==> src/otfs_defs.svh <==
// Constants of the output terminal function select block.
// Assumes a 125 MHz hclk and 32-bit AHB-Lite word registers.
`ifndef OTFS_DEFS_SVH
`define OTFS_DEFS_SVH

// ----------------------------------------
// Register byte offsets
// ----------------------------------------
`define OTFS_A_MODE     8'h00
`define OTFS_A_FSW      8'h04
`define OTFS_A_RLY1     8'h08
`define OTFS_A_RLY2     8'h0C
`define OTFS_A_OC1      8'h10
`define OTFS_A_POL      8'h14
`define OTFS_A_DLY0     8'h18
`define OTFS_A_DLY1     8'h1C
`define OTFS_A_DLY2     8'h20
`define OTFS_A_DLY3     8'h24
`define OTFS_A_STAT     8'h28

// ----------------------------------------
// Reset values and limits
// ----------------------------------------
`define OTFS_RST_MODE   16'h0000
`define OTFS_RST_FSW    16'h0000
`define OTFS_RST_RLY1   16'h0003
`define OTFS_RST_RLY2   16'h0000
`define OTFS_RST_OC1    16'h0001
`define OTFS_RST_POL    4'h0
`define OTFS_RST_DLY    16'h0000
`define OTFS_MODE_MAX   16'h0001
`define OTFS_CODE_MAX   16'h0028
`define OTFS_CODE_LAST  16'h0014
`define OTFS_DLY_MAX    16'h8CA0

// ----------------------------------------
// Timing
// ----------------------------------------
`define OTFS_CLK_HZ        125000000
`define OTFS_PLC_PULSE_MS  250
`define OTFS_PLC_PULSE_CYC (`OTFS_PLC_PULSE_MS * (`OTFS_CLK_HZ / 1000))
`define OTFS_DLY_UNIT_MS   100
`define OTFS_TENTH_CYC     (`OTFS_DLY_UNIT_MS * (`OTFS_CLK_HZ / 1000))
`define OTFS_DRV_OVL_LEAD_S 10
`define OTFS_DRV_OVL_LEAD_DS (`OTFS_DRV_OVL_LEAD_S * 1000 / `OTFS_DLY_UNIT_MS)

`endif

==> src/README_unused.sv <==
`timescale 1ns/10ps

==> src/otfs_pkg.sv <==
// Types of the output terminal function select block.
// Assumes all status sources run on hclk.
package otfs_pkg;

  // ----------------------------------------
  // Drive status flags
  // ----------------------------------------
  typedef struct packed {
    logic fault_stop;
    logic motor_ovl_warn;
    logic drive_ovl_pending;
    logic running;
    logic freq_zero;
    logic at_upper;
    logic at_lower;
    logic freq_reached;
    logic freq_level_detect_one;
    logic set_above_upper;
    logic set_below_lower;
    logic speed_ctrl;
    logic torque_at_limit;
    logic stall;
    logic circuits_stable;
    logic fault_present;
    logic undervoltage;
    logic plc_cycle_done;
  } otfs_status_t;

  // ----------------------------------------
  // Drive measurements and setpoints
  // ----------------------------------------
  typedef struct packed {
    logic [15:0] count;
    logic [15:0] count_set;
    logic [15:0] count_desig;
    logic [15:0] length_act;
    logic [15:0] length_set;
    logic [15:0] run_time;
    logic [15:0] run_time_limit;
    logic [15:0] analog_input_one;
    logic [15:0] analog_input_two;
    logic [15:0] drive_ovl_eta;
  } otfs_meas_t;

endpackage

==> src/otfs_top.sv <==
// Output terminal function select: maps drive status onto four terminals.
// Assumes status and meas come from logic on hclk; AHB-Lite single slave.
//
// Behaviour
// - Fast terminal mode 0 pulse, 1 switch
// - Selectors accept codes 0..40, documented defaults
// - Code 0 keeps terminal inactive
// - Code 3 active on fault stop
// - Code 4 active on motor overload pre-warning
// - Code 5 active 10 s before overload trip
// - Code 6 zero speed running, off stopped
// - Code 7 zero frequency, also when stopped
// - Code 8 active at upper frequency limit
// - Code 9 at lower limit, off stopped
// - Codes 10, 11 set/designated count reached
// - Code 12 actual length exceeds setpoint
// - Code 13 250 ms pulse per cycle
// - Code 14 running time exceeds threshold
// - Code 15 setpoint beyond limit, limit reached
// - Code 16 torque limit with stall, speed control
// - Code 17 stable, fault free, ready
// - Code 18 active while running
// - Code 19 analog one above analog two
// - Code 20 active in undervoltage
// - Polarity bit inverts terminal level
// - Per terminal delay 0.0..3600.0 s
`timescale 1ns/10ps
`include "otfs_defs.svh"

module otfs_top #(
  parameter int unsigned PLC_PULSE_CYC = `OTFS_PLC_PULSE_CYC,
  parameter int unsigned TENTH_CYC     = `OTFS_TENTH_CYC
) (
  input  wire logic                 hclk,
  input  wire logic                 hresetn,
  input  wire logic                 hsel,
  input  wire logic [31:0]          haddr,
  input  wire logic [1:0]           htrans,
  input  wire logic                 hwrite,
  input  wire logic [2:0]           hsize,
  input  wire logic [31:0]          hwdata,
  input  wire logic                 hready,
  output logic      [31:0]          hrdata,
  output logic                      hreadyout,
  output logic                      hresp,
  input  wire otfs_pkg::otfs_status_t status,
  input  wire otfs_pkg::otfs_meas_t   meas,
  output logic                      fast_terminal,
  output logic                      relay_one,
  output logic                      relay_two,
  output logic                      open_collector_one,
  output logic                      pulse_mode_output
);

  // ----------------------------------------
  // Functions
  // ----------------------------------------
  function automatic logic fn_cmp(input logic [15:0] a, input logic [15:0] b,
                                  input logic strict);
    fn_cmp = strict ? (a > b) : (a >= b);
  endfunction

  // Condition vector index equals function code; bit 0 is tied low
  function automatic logic fn_select(input logic [15:0] code, input logic [20:0] cond);
    fn_select = (code <= `OTFS_CODE_LAST) ? cond[code[4:0]] : 1'b0;
  endfunction

  // Code selector of a register address; bit 2 set when none matches
  function automatic logic [2:0] fn_code_idx(input logic [7:0] addr);
    case (addr)
      `OTFS_A_FSW:  fn_code_idx = 3'h0;
      `OTFS_A_RLY1: fn_code_idx = 3'h1;
      `OTFS_A_RLY2: fn_code_idx = 3'h2;
      `OTFS_A_OC1:  fn_code_idx = 3'h3;
      default:      fn_code_idx = 3'h4;
    endcase
  endfunction

  // Delay register of an address; bit 2 set when none matches
  function automatic logic [2:0] fn_dly_idx(input logic [7:0] addr);
    case (addr)
      `OTFS_A_DLY0: fn_dly_idx = 3'h0;
      `OTFS_A_DLY1: fn_dly_idx = 3'h1;
      `OTFS_A_DLY2: fn_dly_idx = 3'h2;
      `OTFS_A_DLY3: fn_dly_idx = 3'h3;
      default:      fn_dly_idx = 3'h4;
    endcase
  endfunction

  // ----------------------------------------
  // Registers and state
  // ----------------------------------------
  logic [15:0] mode_q;
  logic [15:0] code_q [4];
  logic [3:0]  pol_q;
  logic [15:0] dly_q  [4];
  logic [15:0] cnt_q  [4];
  logic [3:0]  stable_q;
  logic [3:0]  raw;
  logic [20:0] cond;
  logic [23:0] tenth_cnt_q;
  logic        tick_q;
  logic [24:0] plc_cnt_q;
  logic        wr_pend_q;
  logic [7:0]  wr_addr_q;
  logic        rd_pend_q;
  logic [7:0]  rd_addr_q;
  logic [31:0] hrdata_q;
  logic        hreadyout_q;
  logic [3:0]  pins_q;
  logic        pulse_mode_q;
  logic [31:0] rd_val;
  logic        hresp_q;
  logic        wr_take;
  logic        rd_take;
  logic [2:0]  code_sel;
  logic [2:0]  dly_sel;

  // ----------------------------------------
  // Status conditions
  // ----------------------------------------
  always_comb begin
    cond     = '0;
    cond[1]  = status.freq_reached;
    cond[2]  = status.freq_level_detect_one;
    cond[3]  = status.fault_stop;
    cond[4]  = status.motor_ovl_warn;
    cond[5]  = status.drive_ovl_pending &&
               (meas.drive_ovl_eta <= 16'(`OTFS_DRV_OVL_LEAD_DS));
    cond[6]  = status.running && status.freq_zero;
    cond[7]  = status.freq_zero || !status.running;
    cond[8]  = status.running && status.at_upper;
    cond[9]  = status.running && status.at_lower;
    cond[10] = fn_cmp(meas.count, meas.count_set, 1'b0);
    cond[11] = fn_cmp(meas.count, meas.count_desig, 1'b0);
    cond[12] = fn_cmp(meas.length_act, meas.length_set, 1'b1);
    cond[13] = (plc_cnt_q != 25'h0000000);
    cond[14] = fn_cmp(meas.run_time, meas.run_time_limit, 1'b1);
    cond[15] = (status.set_above_upper && status.at_upper) ||
               (status.set_below_lower && status.at_lower);
    cond[16] = status.speed_ctrl && status.torque_at_limit && status.stall;
    cond[17] = status.circuits_stable && !status.fault_present &&
               !status.undervoltage;
    cond[18] = status.running;
    cond[19] = fn_cmp(meas.analog_input_one, meas.analog_input_two, 1'b1);
    cond[20] = status.undervoltage;
  end

  // ----------------------------------------
  // Function selection
  // ----------------------------------------
  // Each terminal picks one condition by its code
  always_comb begin
    raw = 4'h0;
    for (int i = 0; i < 4; i++) begin
      raw[i] = fn_select(code_q[i], cond);
    end
  end

  // ----------------------------------------
  // Sequencer cycle pulse
  // ----------------------------------------
  // A new cycle end during a pulse restarts the full width
  always_ff @(posedge hclk or negedge hresetn) begin
    if (!hresetn) begin
      plc_cnt_q <= 25'h0000000;
    end else if (status.plc_cycle_done) begin
      plc_cnt_q <= 25'(PLC_PULSE_CYC);
    end else if (plc_cnt_q != 25'h0000000) begin
      plc_cnt_q <= plc_cnt_q - 25'h0000001;
    end
  end

  // ----------------------------------------
  // Tenth of a second divider
  // ----------------------------------------
  always_ff @(posedge hclk or negedge hresetn) begin
    if (!hresetn) begin
      tenth_cnt_q <= 24'h000000;
      tick_q      <= 1'b0;
    end else if (tenth_cnt_q == 24'(TENTH_CYC - 1)) begin
      tenth_cnt_q <= 24'h000000;
      tick_q      <= 1'b1;
    end else begin
      tenth_cnt_q <= tenth_cnt_q + 24'h000001;
      tick_q      <= 1'b0;
    end
  end

  // ----------------------------------------
  // Output delay
  // ----------------------------------------
  // Free running tick: a delay may come out up to 0.1 s short
  always_ff @(posedge hclk or negedge hresetn) begin
    if (!hresetn) begin
      stable_q <= 4'h0;
      for (int i = 0; i < 4; i++) begin
        cnt_q[i] <= 16'h0000;
      end
    end else begin
      for (int i = 0; i < 4; i++) begin
        if (raw[i] == stable_q[i]) begin
          cnt_q[i] <= 16'h0000;
        end else if (cnt_q[i] >= dly_q[i]) begin
          stable_q[i] <= raw[i];
          cnt_q[i]    <= 16'h0000;
        end else if (tick_q) begin
          cnt_q[i] <= cnt_q[i] + 16'h0001;
        end
      end
    end
  end

  // ----------------------------------------
  // Terminal pins
  // ----------------------------------------
  // In pulse mode the switch path leaves the fast terminal open
  always_ff @(posedge hclk or negedge hresetn) begin
    if (!hresetn) begin
      pins_q <= 4'h0;
    end else begin
      pins_q[0]   <= mode_q[0] ? (stable_q[0] ^ pol_q[0]) : 1'b0;
      pins_q[3:1] <= stable_q[3:1] ^ pol_q[3:1];
    end
  end

  // Reset leaves the fast terminal in pulse mode
  always_ff @(posedge hclk or negedge hresetn) begin
    if (!hresetn) begin
      pulse_mode_q <= 1'b1;
    end else begin
      pulse_mode_q <= !mode_q[0];
    end
  end

  assign fast_terminal      = pins_q[0];
  assign relay_one          = pins_q[1];
  assign relay_two          = pins_q[2];
  assign open_collector_one = pins_q[3];
  assign pulse_mode_output  = pulse_mode_q;

  // ----------------------------------------
  // AHB-Lite slave
  // ----------------------------------------
  // A transfer starts on a selected, ready NONSEQ or SEQ phase
  assign wr_take = hsel && hready && htrans[1] && hwrite;
  assign rd_take = hsel && hready && htrans[1] && !hwrite;

  // Write data phase never stalls; hwdata is taken at its end
  always_ff @(posedge hclk or negedge hresetn) begin
    if (!hresetn) begin
      wr_pend_q <= 1'b0;
      wr_addr_q <= 8'h00;
    end else begin
      wr_pend_q <= wr_take && !rd_pend_q;
      if (wr_take && !rd_pend_q) begin
        wr_addr_q <= haddr[7:0];
      end
    end
  end

  // Reads take one wait state so a write just before is seen
  always_ff @(posedge hclk or negedge hresetn) begin
    if (!hresetn) begin
      rd_pend_q <= 1'b0;
      rd_addr_q <= 8'h00;
    end else begin
      rd_pend_q <= rd_take && !rd_pend_q;
      if (rd_take && !rd_pend_q) begin
        rd_addr_q <= haddr[7:0];
      end
    end
  end

  // Read data is loaded from the register mux in the wait cycle
  always_ff @(posedge hclk or negedge hresetn) begin
    if (!hresetn) begin
      hrdata_q    <= 32'h00000000;
      hreadyout_q <= 1'b1;
      hresp_q     <= 1'b0;
    end else begin
      hresp_q <= 1'b0;
      if (rd_pend_q) begin
        hrdata_q    <= rd_val;
        hreadyout_q <= 1'b1;
      end else if (rd_take) begin
        hreadyout_q <= 1'b0;
      end
    end
  end

  assign hrdata    = hrdata_q;
  assign hreadyout = hreadyout_q;
  assign hresp     = hresp_q;

  always_comb begin
    rd_val = 32'h00000000;
    case (rd_addr_q)
      `OTFS_A_MODE: rd_val = {16'h0000, mode_q};
      `OTFS_A_FSW:  rd_val = {16'h0000, code_q[0]};
      `OTFS_A_RLY1: rd_val = {16'h0000, code_q[1]};
      `OTFS_A_RLY2: rd_val = {16'h0000, code_q[2]};
      `OTFS_A_OC1:  rd_val = {16'h0000, code_q[3]};
      `OTFS_A_POL:  rd_val = {28'h0000000, pol_q};
      `OTFS_A_DLY0: rd_val = {16'h0000, dly_q[0]};
      `OTFS_A_DLY1: rd_val = {16'h0000, dly_q[1]};
      `OTFS_A_DLY2: rd_val = {16'h0000, dly_q[2]};
      `OTFS_A_DLY3: rd_val = {16'h0000, dly_q[3]};
      `OTFS_A_STAT: rd_val = {23'h000000, pulse_mode_q, stable_q, raw};
      default:      rd_val = 32'h00000000;
    endcase
  end

  // ----------------------------------------
  // Configuration registers
  // ----------------------------------------
  // Out of range values are dropped, the old setting stays
  assign code_sel = fn_code_idx(wr_addr_q);
  assign dly_sel  = fn_dly_idx(wr_addr_q);

  always_ff @(posedge hclk or negedge hresetn) begin
    if (!hresetn) begin
      mode_q <= `OTFS_RST_MODE;
    end else if (wr_pend_q && (wr_addr_q == `OTFS_A_MODE)) begin
      if (hwdata[15:0] <= `OTFS_MODE_MAX) begin
        mode_q <= hwdata[15:0];
      end
    end
  end

  // Each selector has its own reset default
  always_ff @(posedge hclk or negedge hresetn) begin
    if (!hresetn) begin
      code_q[0] <= `OTFS_RST_FSW;
      code_q[1] <= `OTFS_RST_RLY1;
      code_q[2] <= `OTFS_RST_RLY2;
      code_q[3] <= `OTFS_RST_OC1;
    end else if (wr_pend_q && !code_sel[2]) begin
      if (hwdata[15:0] <= `OTFS_CODE_MAX) begin
        code_q[code_sel[1:0]] <= hwdata[15:0];
      end
    end
  end

  // Polarity acts on the pin, after the delay
  always_ff @(posedge hclk or negedge hresetn) begin
    if (!hresetn) begin
      pol_q <= `OTFS_RST_POL;
    end else if (wr_pend_q && (wr_addr_q == `OTFS_A_POL)) begin
      pol_q <= hwdata[3:0];
    end
  end

  // Delays count in tenths of a second
  always_ff @(posedge hclk or negedge hresetn) begin
    if (!hresetn) begin
      for (int i = 0; i < 4; i++) begin
        dly_q[i] <= `OTFS_RST_DLY;
      end
    end else if (wr_pend_q && !dly_sel[2]) begin
      if (hwdata[15:0] <= `OTFS_DLY_MAX) begin
        dly_q[dly_sel[1:0]] <= hwdata[15:0];
      end
    end
  end

endmodule

==> config.mk <==
export PLATFORM = sky130hd
export DESIGN_NAME = otfs_top
export DESIGN_NICKNAME = d
export VERILOG_FILES = /design/src/README_unused.sv /design/src/otfs_pkg.sv /design/src/otfs_top.sv
export VERILOG_INCLUDE_DIRS = /design/src
export SDC_FILE = /design/constraint.sdc
export NUM_CORES = 1
export LEC_CHECK = 0
export ABC_CLOCK_PERIOD_IN_PS = 4200
export BUFFER_PORTS_ARGS = -buffer_cell sky130_fd_sc_hd__buf_2
export CAP_MARGIN = 20
export CORE_ASPECT_RATIO = 0.8
export CORE_UTILIZATION = 60
export CTS_BUF_LIST = sky130_fd_sc_hd__clkbuf_8
export CTS_CLUSTER_SIZE = 16
export DETAILED_ROUTE_END_ITERATION = 6
export GPL_TIMING_DRIVEN = 0
export PLACE_DENSITY = 0.9
export SYNTH_ARGS = -nofsm -noshare
export SYNTH_HDL_FRONTEND = slang
export SYNTH_SLANG_ARGS = --single-unit
export TNS_END_PERCENT = 50
==> constraint.sdc <==
create_clock -name hclk -period 4.2 [get_ports hclk]
set_input_delay 0.42 -clock hclk [delete_from_list [all_inputs] [get_ports hclk]]
set_output_delay 0.42 -clock hclk [all_outputs]
set_load 0.1 [all_outputs]
# After elaboration in Yosys (flattened, before gate mapping)
# Index checks and enable logic that the tools add are counted.
# op_classes
addsub,6
magnitude_cmp,25
n_eq_ne,24
mux,40
bitwise_logic,8
reduce_logical,48
# ops
op,count
16-bit 2-to-1 mux,14
16-bit case mux with 11 select lines,1
64-bit bitwise mux,2
16-bit greater-or-equal comparator,6
16-bit by 1-bit adder with 16-bit output (second input constant),4
16-bit demux with 2-bit select,2
8-bit by 5-bit equality test with 1-bit output (second input constant),8
16-bit by 5-bit <= comparator with 1-bit output (second input constant),4
25-bit 2-to-1 mux,2
16-bit > comparator,3
8-bit by 6-bit equality test with 1-bit output (second input constant),5
8-bit by 4-bit equality test with 1-bit output (second input constant),4
25-bit nonzero test,1
25-bit by 1-bit subtractor with 25-bit output (second input constant),1
24-bit by 1-bit adder with 24-bit output (second input constant),1
24-bit equality test (second input constant),1
5-bit by 6-bit < comparator with 1-bit output (second input constant),4
24-bit 2-to-1 mux,1
3-bit case mux with 4 select lines,2
1-bit logical AND,22
1-bit binary-select mux with 5-bit select,4
8-bit by 3-bit equality test with 1-bit output (second input constant),2
16-bit by 1-bit <= comparator with 1-bit output (second input constant),1
16-bit <= comparator (second input constant),1
other kinds (16),55
# word_totals
reg_bits,322
input_bits,252
out_inout_bits,39
elab_cells,180

# Depth between registers and ports, before layout
# logic_depth
depth_word,9
depth_mapped,12

# Worst setup path after synthesis
# Ideal clock, no wire load.
# synth_timing
kind,input port to flip-flop
start,in meas[127] in the netlist's numbering
end,reg cnt_q[10] in the netlist's numbering
setup_ns,0.118
t_arrival_ns,2.916
path_slack_ns,1.167
stages,11
n_path_buf,1
cell_sequence,inv_1 ha_1 nand4_1 nor4_1 or4b_2 nand4_1 a41oi_1 a2111oi_2 xnor2_2 buf_4 nor2_1
# synth_between
elab_chain_cells,6
elab_cells_between_ends,7
classes_between,order compare: 1; eq/ne: 1; mux: 4; reduce/logical: 1
# synth_lines
element,line_no,text
from (decl),otfs_top.sv:47,"input wire otfs_pkg::otfs_meas_t meas,"
16-bit greater-or-equal comparator *,otfs_top.sv:60,fn_cmp = strict ? (a > b) : (a >= b);
1-bit binary-select mux with 5-bit select *,otfs_top.sv:65,fn_select = (code <= `OTFS_CODE_LAST) ? cond[code[4:0]] : 1'b0;
1-bit 2-to-1 mux (implied by the code) *,otfs_top.sv:65,
1-bit 2-to-1 mux *,otfs_top.sv:65,
1-bit equality test *,otfs_top.sv:202,if (raw[i] == stable_q[i]) begin
3-bit nonzero test (no line) or 16-bit 2-to-1 mux (tied branches),--,
"to (signal, indexed assignment)",otfs_top.sv:208,cnt_q[i] <= cnt_q[i] + 16'h0001;
to (decl),otfs_top.sv:97,logic [15:0] cnt_q [4];
# Mark *: on every way between the ends. The rest lies on a longest branch, timed or not. The select of a mux whose other input is x is not followed.
# A chain may end at the register's enable or synchronous reset.

# Worst setup path in the final report
# layout_timing
start,reg plc_cnt_q[3]
end,reg cnt_q[26] in the netlist's numbering
# layout_between
elab_chain_cells,6
elab_cells_between_ends,7
classes_between,eq/ne: 1; mux: 4; reduce/logical: 2
# layout_lines
element,line_no,text
from (decl),otfs_top.sv:103,logic [24:0] plc_cnt_q;
from (signal assigned),otfs_top.sv:168,plc_cnt_q <= 25'(PLC_PULSE_CYC);
from (signal assigned),otfs_top.sv:170,plc_cnt_q <= plc_cnt_q - 25'h0000001;
25-bit nonzero test *,otfs_top.sv:137,cond[13] = (plc_cnt_q != 25'h0000000);
1-bit binary-select mux with 5-bit select *,otfs_top.sv:65,
1-bit 2-to-1 mux (implied by the code) *,otfs_top.sv:65,
1-bit 2-to-1 mux *,otfs_top.sv:65,
1-bit equality test *,otfs_top.sv:202,
3-bit nonzero test (no line) or 16-bit 2-to-1 mux (tied branches),--,
# Marks and branches as above.

==> impl_metrics.csv <==
group,metric,value,unit
status,outcome,"finished, violations left",
status,failed_checks,"DRC",
floorplanning,dieArea,32100,sq um
pwr,power.internal,0.00506,W
logic_synthesis,post_synth_most_frequent_cells,"sky130_fd_sc_hd__dfrtp_1 (301), sky130_fd_sc_hd__inv_1 (164), sky130_fd_sc_hd__nand2_1 (164), sky130_fd_sc_hd__ha_1 (150), sky130_fd_sc_hd__nor2_1 (124)",
routing,route.layer.met1.wl,21800,microns
floorplanning,die_width,200,microns
logic_synthesis,synth_mux_area_share,8.34,%
floorplanning,fp.dieH,160,microns
critical_path,critical_path.startpoint,"plc_cnt_q[3]",
grt,gr-usage-all-layers,34.6,%
layout,area.growth.synth_to_final,15.5,%
logic_synthesis,yosys.area_share.adder,9.98,%
layout,drive_above_1_share,21.4,%
routing,drt_first_pass_iters,7,
pwr,power.total,0.00715,W
logic_synthesis,synth.top_cell.area_share,40.1,%
logic_synthesis,netlist_area,18800,sq um
logic_synthesis,synthesis.area_per_instance,9.74,sq um
logic_synthesis,synth_xor_area_share,4.88,%
pwr,power_frac_clock,40.1,%
min_path,worstHoldStart,"haddr[7]",
flow_run,drv_cap,0,
critical_path,crit_required,4.72,ns
critical_path,worstSetupEndpointType,"register",
critical_path,critPathTopFamily,"simple AND/OR/NAND/NOR gates",
routing,avgViaCountPerCell,6.19,
routing,post-route-drc-count,3,
pwr,powerDensity,329,nW/um^2
clocking,numCtsBuffers,47,
routing,dr_wl_met2,24200,microns
logic_synthesis,postSynthRegisterBits,306,
sta,worst_clock_skew,0.0245,ns
floorplanning,floorplan.initialDensity,61.5,%
sta,period_minus_slack,3.72,ns
logic_synthesis,post_synth_and_or_nand_nor_area_fraction,17.8,%
grt,largest_net_degree_at_the_start_of_global_routing,127,
pwr,combPwrFrac,15.2,%
clocking,clk_latency,0.60,ns
critical_path,max_stage_delay,0.60,ns
sta,max-slew-margin-rel,14.1,%
sta,unrepaired_setup_endpoints_after_global_routing,"no",
floorplanning,core-area,30600,sq um
layout,layout.nets,2631,
layout,layout.filler_cells,2103,
sta,max_freq,0.269,GHz
critical_path,critical-path-slowest-cell,"sky130_fd_sc_hd__or4_1",
clocking,h-tree-depth,2,
floorplanning,ios,291,
routing,routed-via-count,16600,
critical_path,startpoint_type_of_the_worst_setup_path,"register",
grt,grt_first_pass_wirelength,86400,microns
logic_synthesis,synth_area_leaders,"sky130_fd_sc_hd__dfrtp_1 (40%), sky130_fd_sc_hd__ha_1 (10%), sky130_fd_sc_hd__mux2_2 (6.0%)",
min_path,worst_hold_path_type,"in -> reg",
pwr,p_leak,10.8,nW
sta,setup_violations,0,
clocking,maximum_buffer_depth_of_the_clock_tree,3,
layout,postLayoutCoreUtil,71.0,%
placement,port_buffers,228,
logic_synthesis,postSynth.asyncResetShare,100,%
logic_synthesis,synth-warning-count,0,
clocking,cts_setup_buffers,0,
critical_path,timing.critical_path.arrival,4.23,ns
logic_synthesis,synth-compound-area-share,12.3,%
routing,first_iter_violations,1823,
logic_synthesis,synth_top_family_by_area,"simple AND/OR/NAND/NOR gates",
critical_path,crit_path_cell_trace,"or4_1 -> nor3_2 -> nand4_1 -> or2_1 -> and3_1 -> o31ai_1 -> o311a_1 -> buf_2 -> buf_4 -> mux2i_1",
grt,grt_pass1_vias,16500,
placement,gpl.final_weighted_congestion,1.06,
critical_path,path_buf_inv,2,
grt,grt_antenna_before_repair,1,
routing,routed_wire_length_per_instance,20.7,microns
logic_synthesis,yosysMostFrequentCell,"sky130_fd_sc_hd__dfrtp_1",
floorplanning,placementRows,57,
pwr,power_switching_share,29.2,%
logic_synthesis,synth_seq_area_share,40.8,%
logic_synthesis,yosysUniqueCellTypes,91,
pwr,sequentialPowerShare,44.6,%
logic_synthesis,post-synth-top-area-cell,"sky130_fd_sc_hd__dfrtp_1",
critical_path,crit-reg2reg-launch,"plc_cnt_q[3]",
routing,route.antenna.remaining_nets,0,
clocking,cts_root_buffer,"sky130_fd_sc_hd__clkbuf_8",
critical_path,worst-setup-path-type,"reg -> reg",
sta,report.final.hold_viol_count,0,
routing,wirelength,55500,microns
clocking,cts.repair.resized,0,
critical_path,critical_path.max_fanout,10,
routing,top_layer_used,"met4",
pwr,power.ir.vdd_worst,0.329,mV
pwr,netSwitchingPower,0.00209,W
routing,met3WireLength,6400,microns
sta,finalMaxSlewViolations,0,
clocking,clk_pin_slew_worst_paths,0.07,ns
sta,timing_worst_slew_pin_value,1.28,ns
clocking,cts_tree,"built",
grt,grt.overflow.total,0,
sta,min_period_over_period,88.5,%
logic_synthesis,postSynthCellCount,1931,
placement,place_hpwl,41300,microns
clocking,sinks_on_clock_net,306,
logic_synthesis,synth_edf_count,0,
logic_synthesis,dominantRegCellSynth,"sky130_fd_sc_hd__dfrtp_1",
-- cell usage in the layout, fill, tap and decap left out, types with 18 or more instances in the layout --
master / netlist / layout
sky130_fd_sc_hd__o21ai_0: 54 / 54
sky130_fd_sc_hd__xnor2_1: 68 / 68
sky130_fd_sc_hd__inv_1: 164 / 173
sky130_fd_sc_hd__and2_1: 40 / 40
sky130_fd_sc_hd__a22oi_1: 24 / 24
sky130_fd_sc_hd__nor3_1: 35 / 35
sky130_fd_sc_hd__nor4_1: 26 / 26
sky130_fd_sc_hd__nand4_1: 46 / 46
sky130_fd_sc_hd__clkbuf_1: 49 / 49
sky130_fd_sc_hd__nand2b_1: 19 / 19
sky130_fd_sc_hd__buf_4: 20 / 20
sky130_fd_sc_hd__or3_1: 27 / 27
sky130_fd_sc_hd__nand2_1: 164 / 164
sky130_fd_sc_hd__a221oi_1: 20 / 20
sky130_fd_sc_hd__and3_1: 23 / 23
sky130_fd_sc_hd__xor2_1: 35 / 35
sky130_fd_sc_hd__nor2b_1: 29 / 29
sky130_fd_sc_hd__dfrtp_1: 301 / 301
sky130_fd_sc_hd__clkbuf_8: 4 / 73
sky130_fd_sc_hd__a21oi_1: 63 / 63
sky130_fd_sc_hd__nand3b_1: 25 / 25
sky130_fd_sc_hd__nand3_1: 37 / 37
sky130_fd_sc_hd__nor2_1: 124 / 124
sky130_fd_sc_hd__a21o_1: 35 / 35
sky130_fd_sc_hd__buf_2: 10 / 238
sky130_fd_sc_hd__ha_1: 150 / 150
sky130_fd_sc_hd__mux2_2: 101 / 101
sky130_fd_sc_hd__o211a_1: 18 / 18
sky130_fd_sc_hd__mux2i_1: 43 / 43
-- area by class of cell --
cell class	instances	area, sq um	share of cell area [%]
clock buffer	69	950	4.37
sequential	306	7660	35.3
clock inverter	17	155	0.715
inverter	166	623	2.87
multi-input combinational	1385	10100	46.4
buffer	90	490	2.26
timing repair buffer	233	1230	5.65
antenna	1	2.50	0.0115
tap	413	517	2.38
-- sequential cells by signal (all words and copies together), names as in the netlist --
| register | cells |
|---|---|
| cnt_q | 64 |
| code_q | 64 |
| dly_q | 64 |
| hrdata | 16 |
| hreadyout | 1 |
| mode_q | 16 |
| pins_q | 4 |
| plc_cnt_q | 25 |
| pol_q | 4 |
| pulse_mode_output | 1 |
| rd_addr_q | 8 |
| rd_pend_q | 1 |
| stable_q | 4 |
| tenth_cnt_q | 24 |
| tick_q | 1 |
| wr_addr_q | 8 |
| wr_pend_q | 1 |
-- worst register-to-register path: cells and delay by family (launching register included) --
kind	cells	cell delay, ns
AND/OR/NAND/NOR	5	1.59
AO/OA/AOI/OAI	2	0.75
buffers and inverters	2	0.64
flip-flops	1	0.43
multiplexers	1	0.24
-- kinds of logic (layout without fill, tap and decap cells) --
| group | count (synthesis) | in the layout |
|---|---|---|
| AOI/OAI and AO/OA | 326 | 326 |
| xor gates and xnor gates | 104 | 104 |
| adders and majority gates | 150 | 150 |
| buffers and inverters | 256 | 575 |
| DFF | 306 | 306 |
| muxes | 144 | 144 |
| other | 1 | 18 |
| and+or+nand+nor | 644 | 644 |
-- metrics by stage --
step	instance area [sq um]	hold WS (ns)	setup slack (ns)	TNS (ns)	std cells
global route	21700	0.0663	0.298	0	2680
finish	21700	0.0490	0.483	0	2680
detailed placement	20600	0.403	0.396	0	2590
floorplan	18900	0.124	1.17	0	1947
global placement	20500	0.448	-2.84	-847.01	2588
CTS	21700	0.0363	0.573	0	2677
-- power groups by stage --
| stage | clock, W | combinational (W) | sequential (W) |
|---|---|---|---|
| 5_1_grt | 0.00300 | 0.00118 | 0.00319 |
| 2_1_floorplan | 0 | 0.000577 | 0.00329 |
| 4_1_cts | 0.00287 | 0.00107 | 0.00318 |
| 3_5_place_dp | 0 | 0.00106 | 0.00323 |
| 3_3_place_gp | 0 | 0.00101 | 0.00322 |
| 6_report | 0.00287 | 0.00109 | 0.00319 |
-- metal layers --
layer,GRT usage (%),up-vias
met5,0.309,-
met4,18.3,0
met3,9.72,265
met2,52.4,1015
met1,45.2,7902
li1,-,7414
-- path summary, 6_finish.rpt --
path / end / slack, ns / cells past startpoint
worst max-delay path: cnt_q[26] / 0.48 / 10
worst min-delay path: wr_addr_q[7] / 0.05 / 3
worst max register to register: cnt_q[26] / 0.48 / 10
worst min register to register: pulse_mode_output / 0.45 / 1
max in group asynchronous: tenth_cnt_q[7] / 2.26 / 4
min in group asynchronous: cnt_q[9] / 0.36 / 2
-- repair_timing --
action | CTS | global route
hold endpoints to repair | 63 | 0
setup endpoints to repair | 0 | 0
hold buffers | 1 | 0
Power figures use the tool's default switching activity.
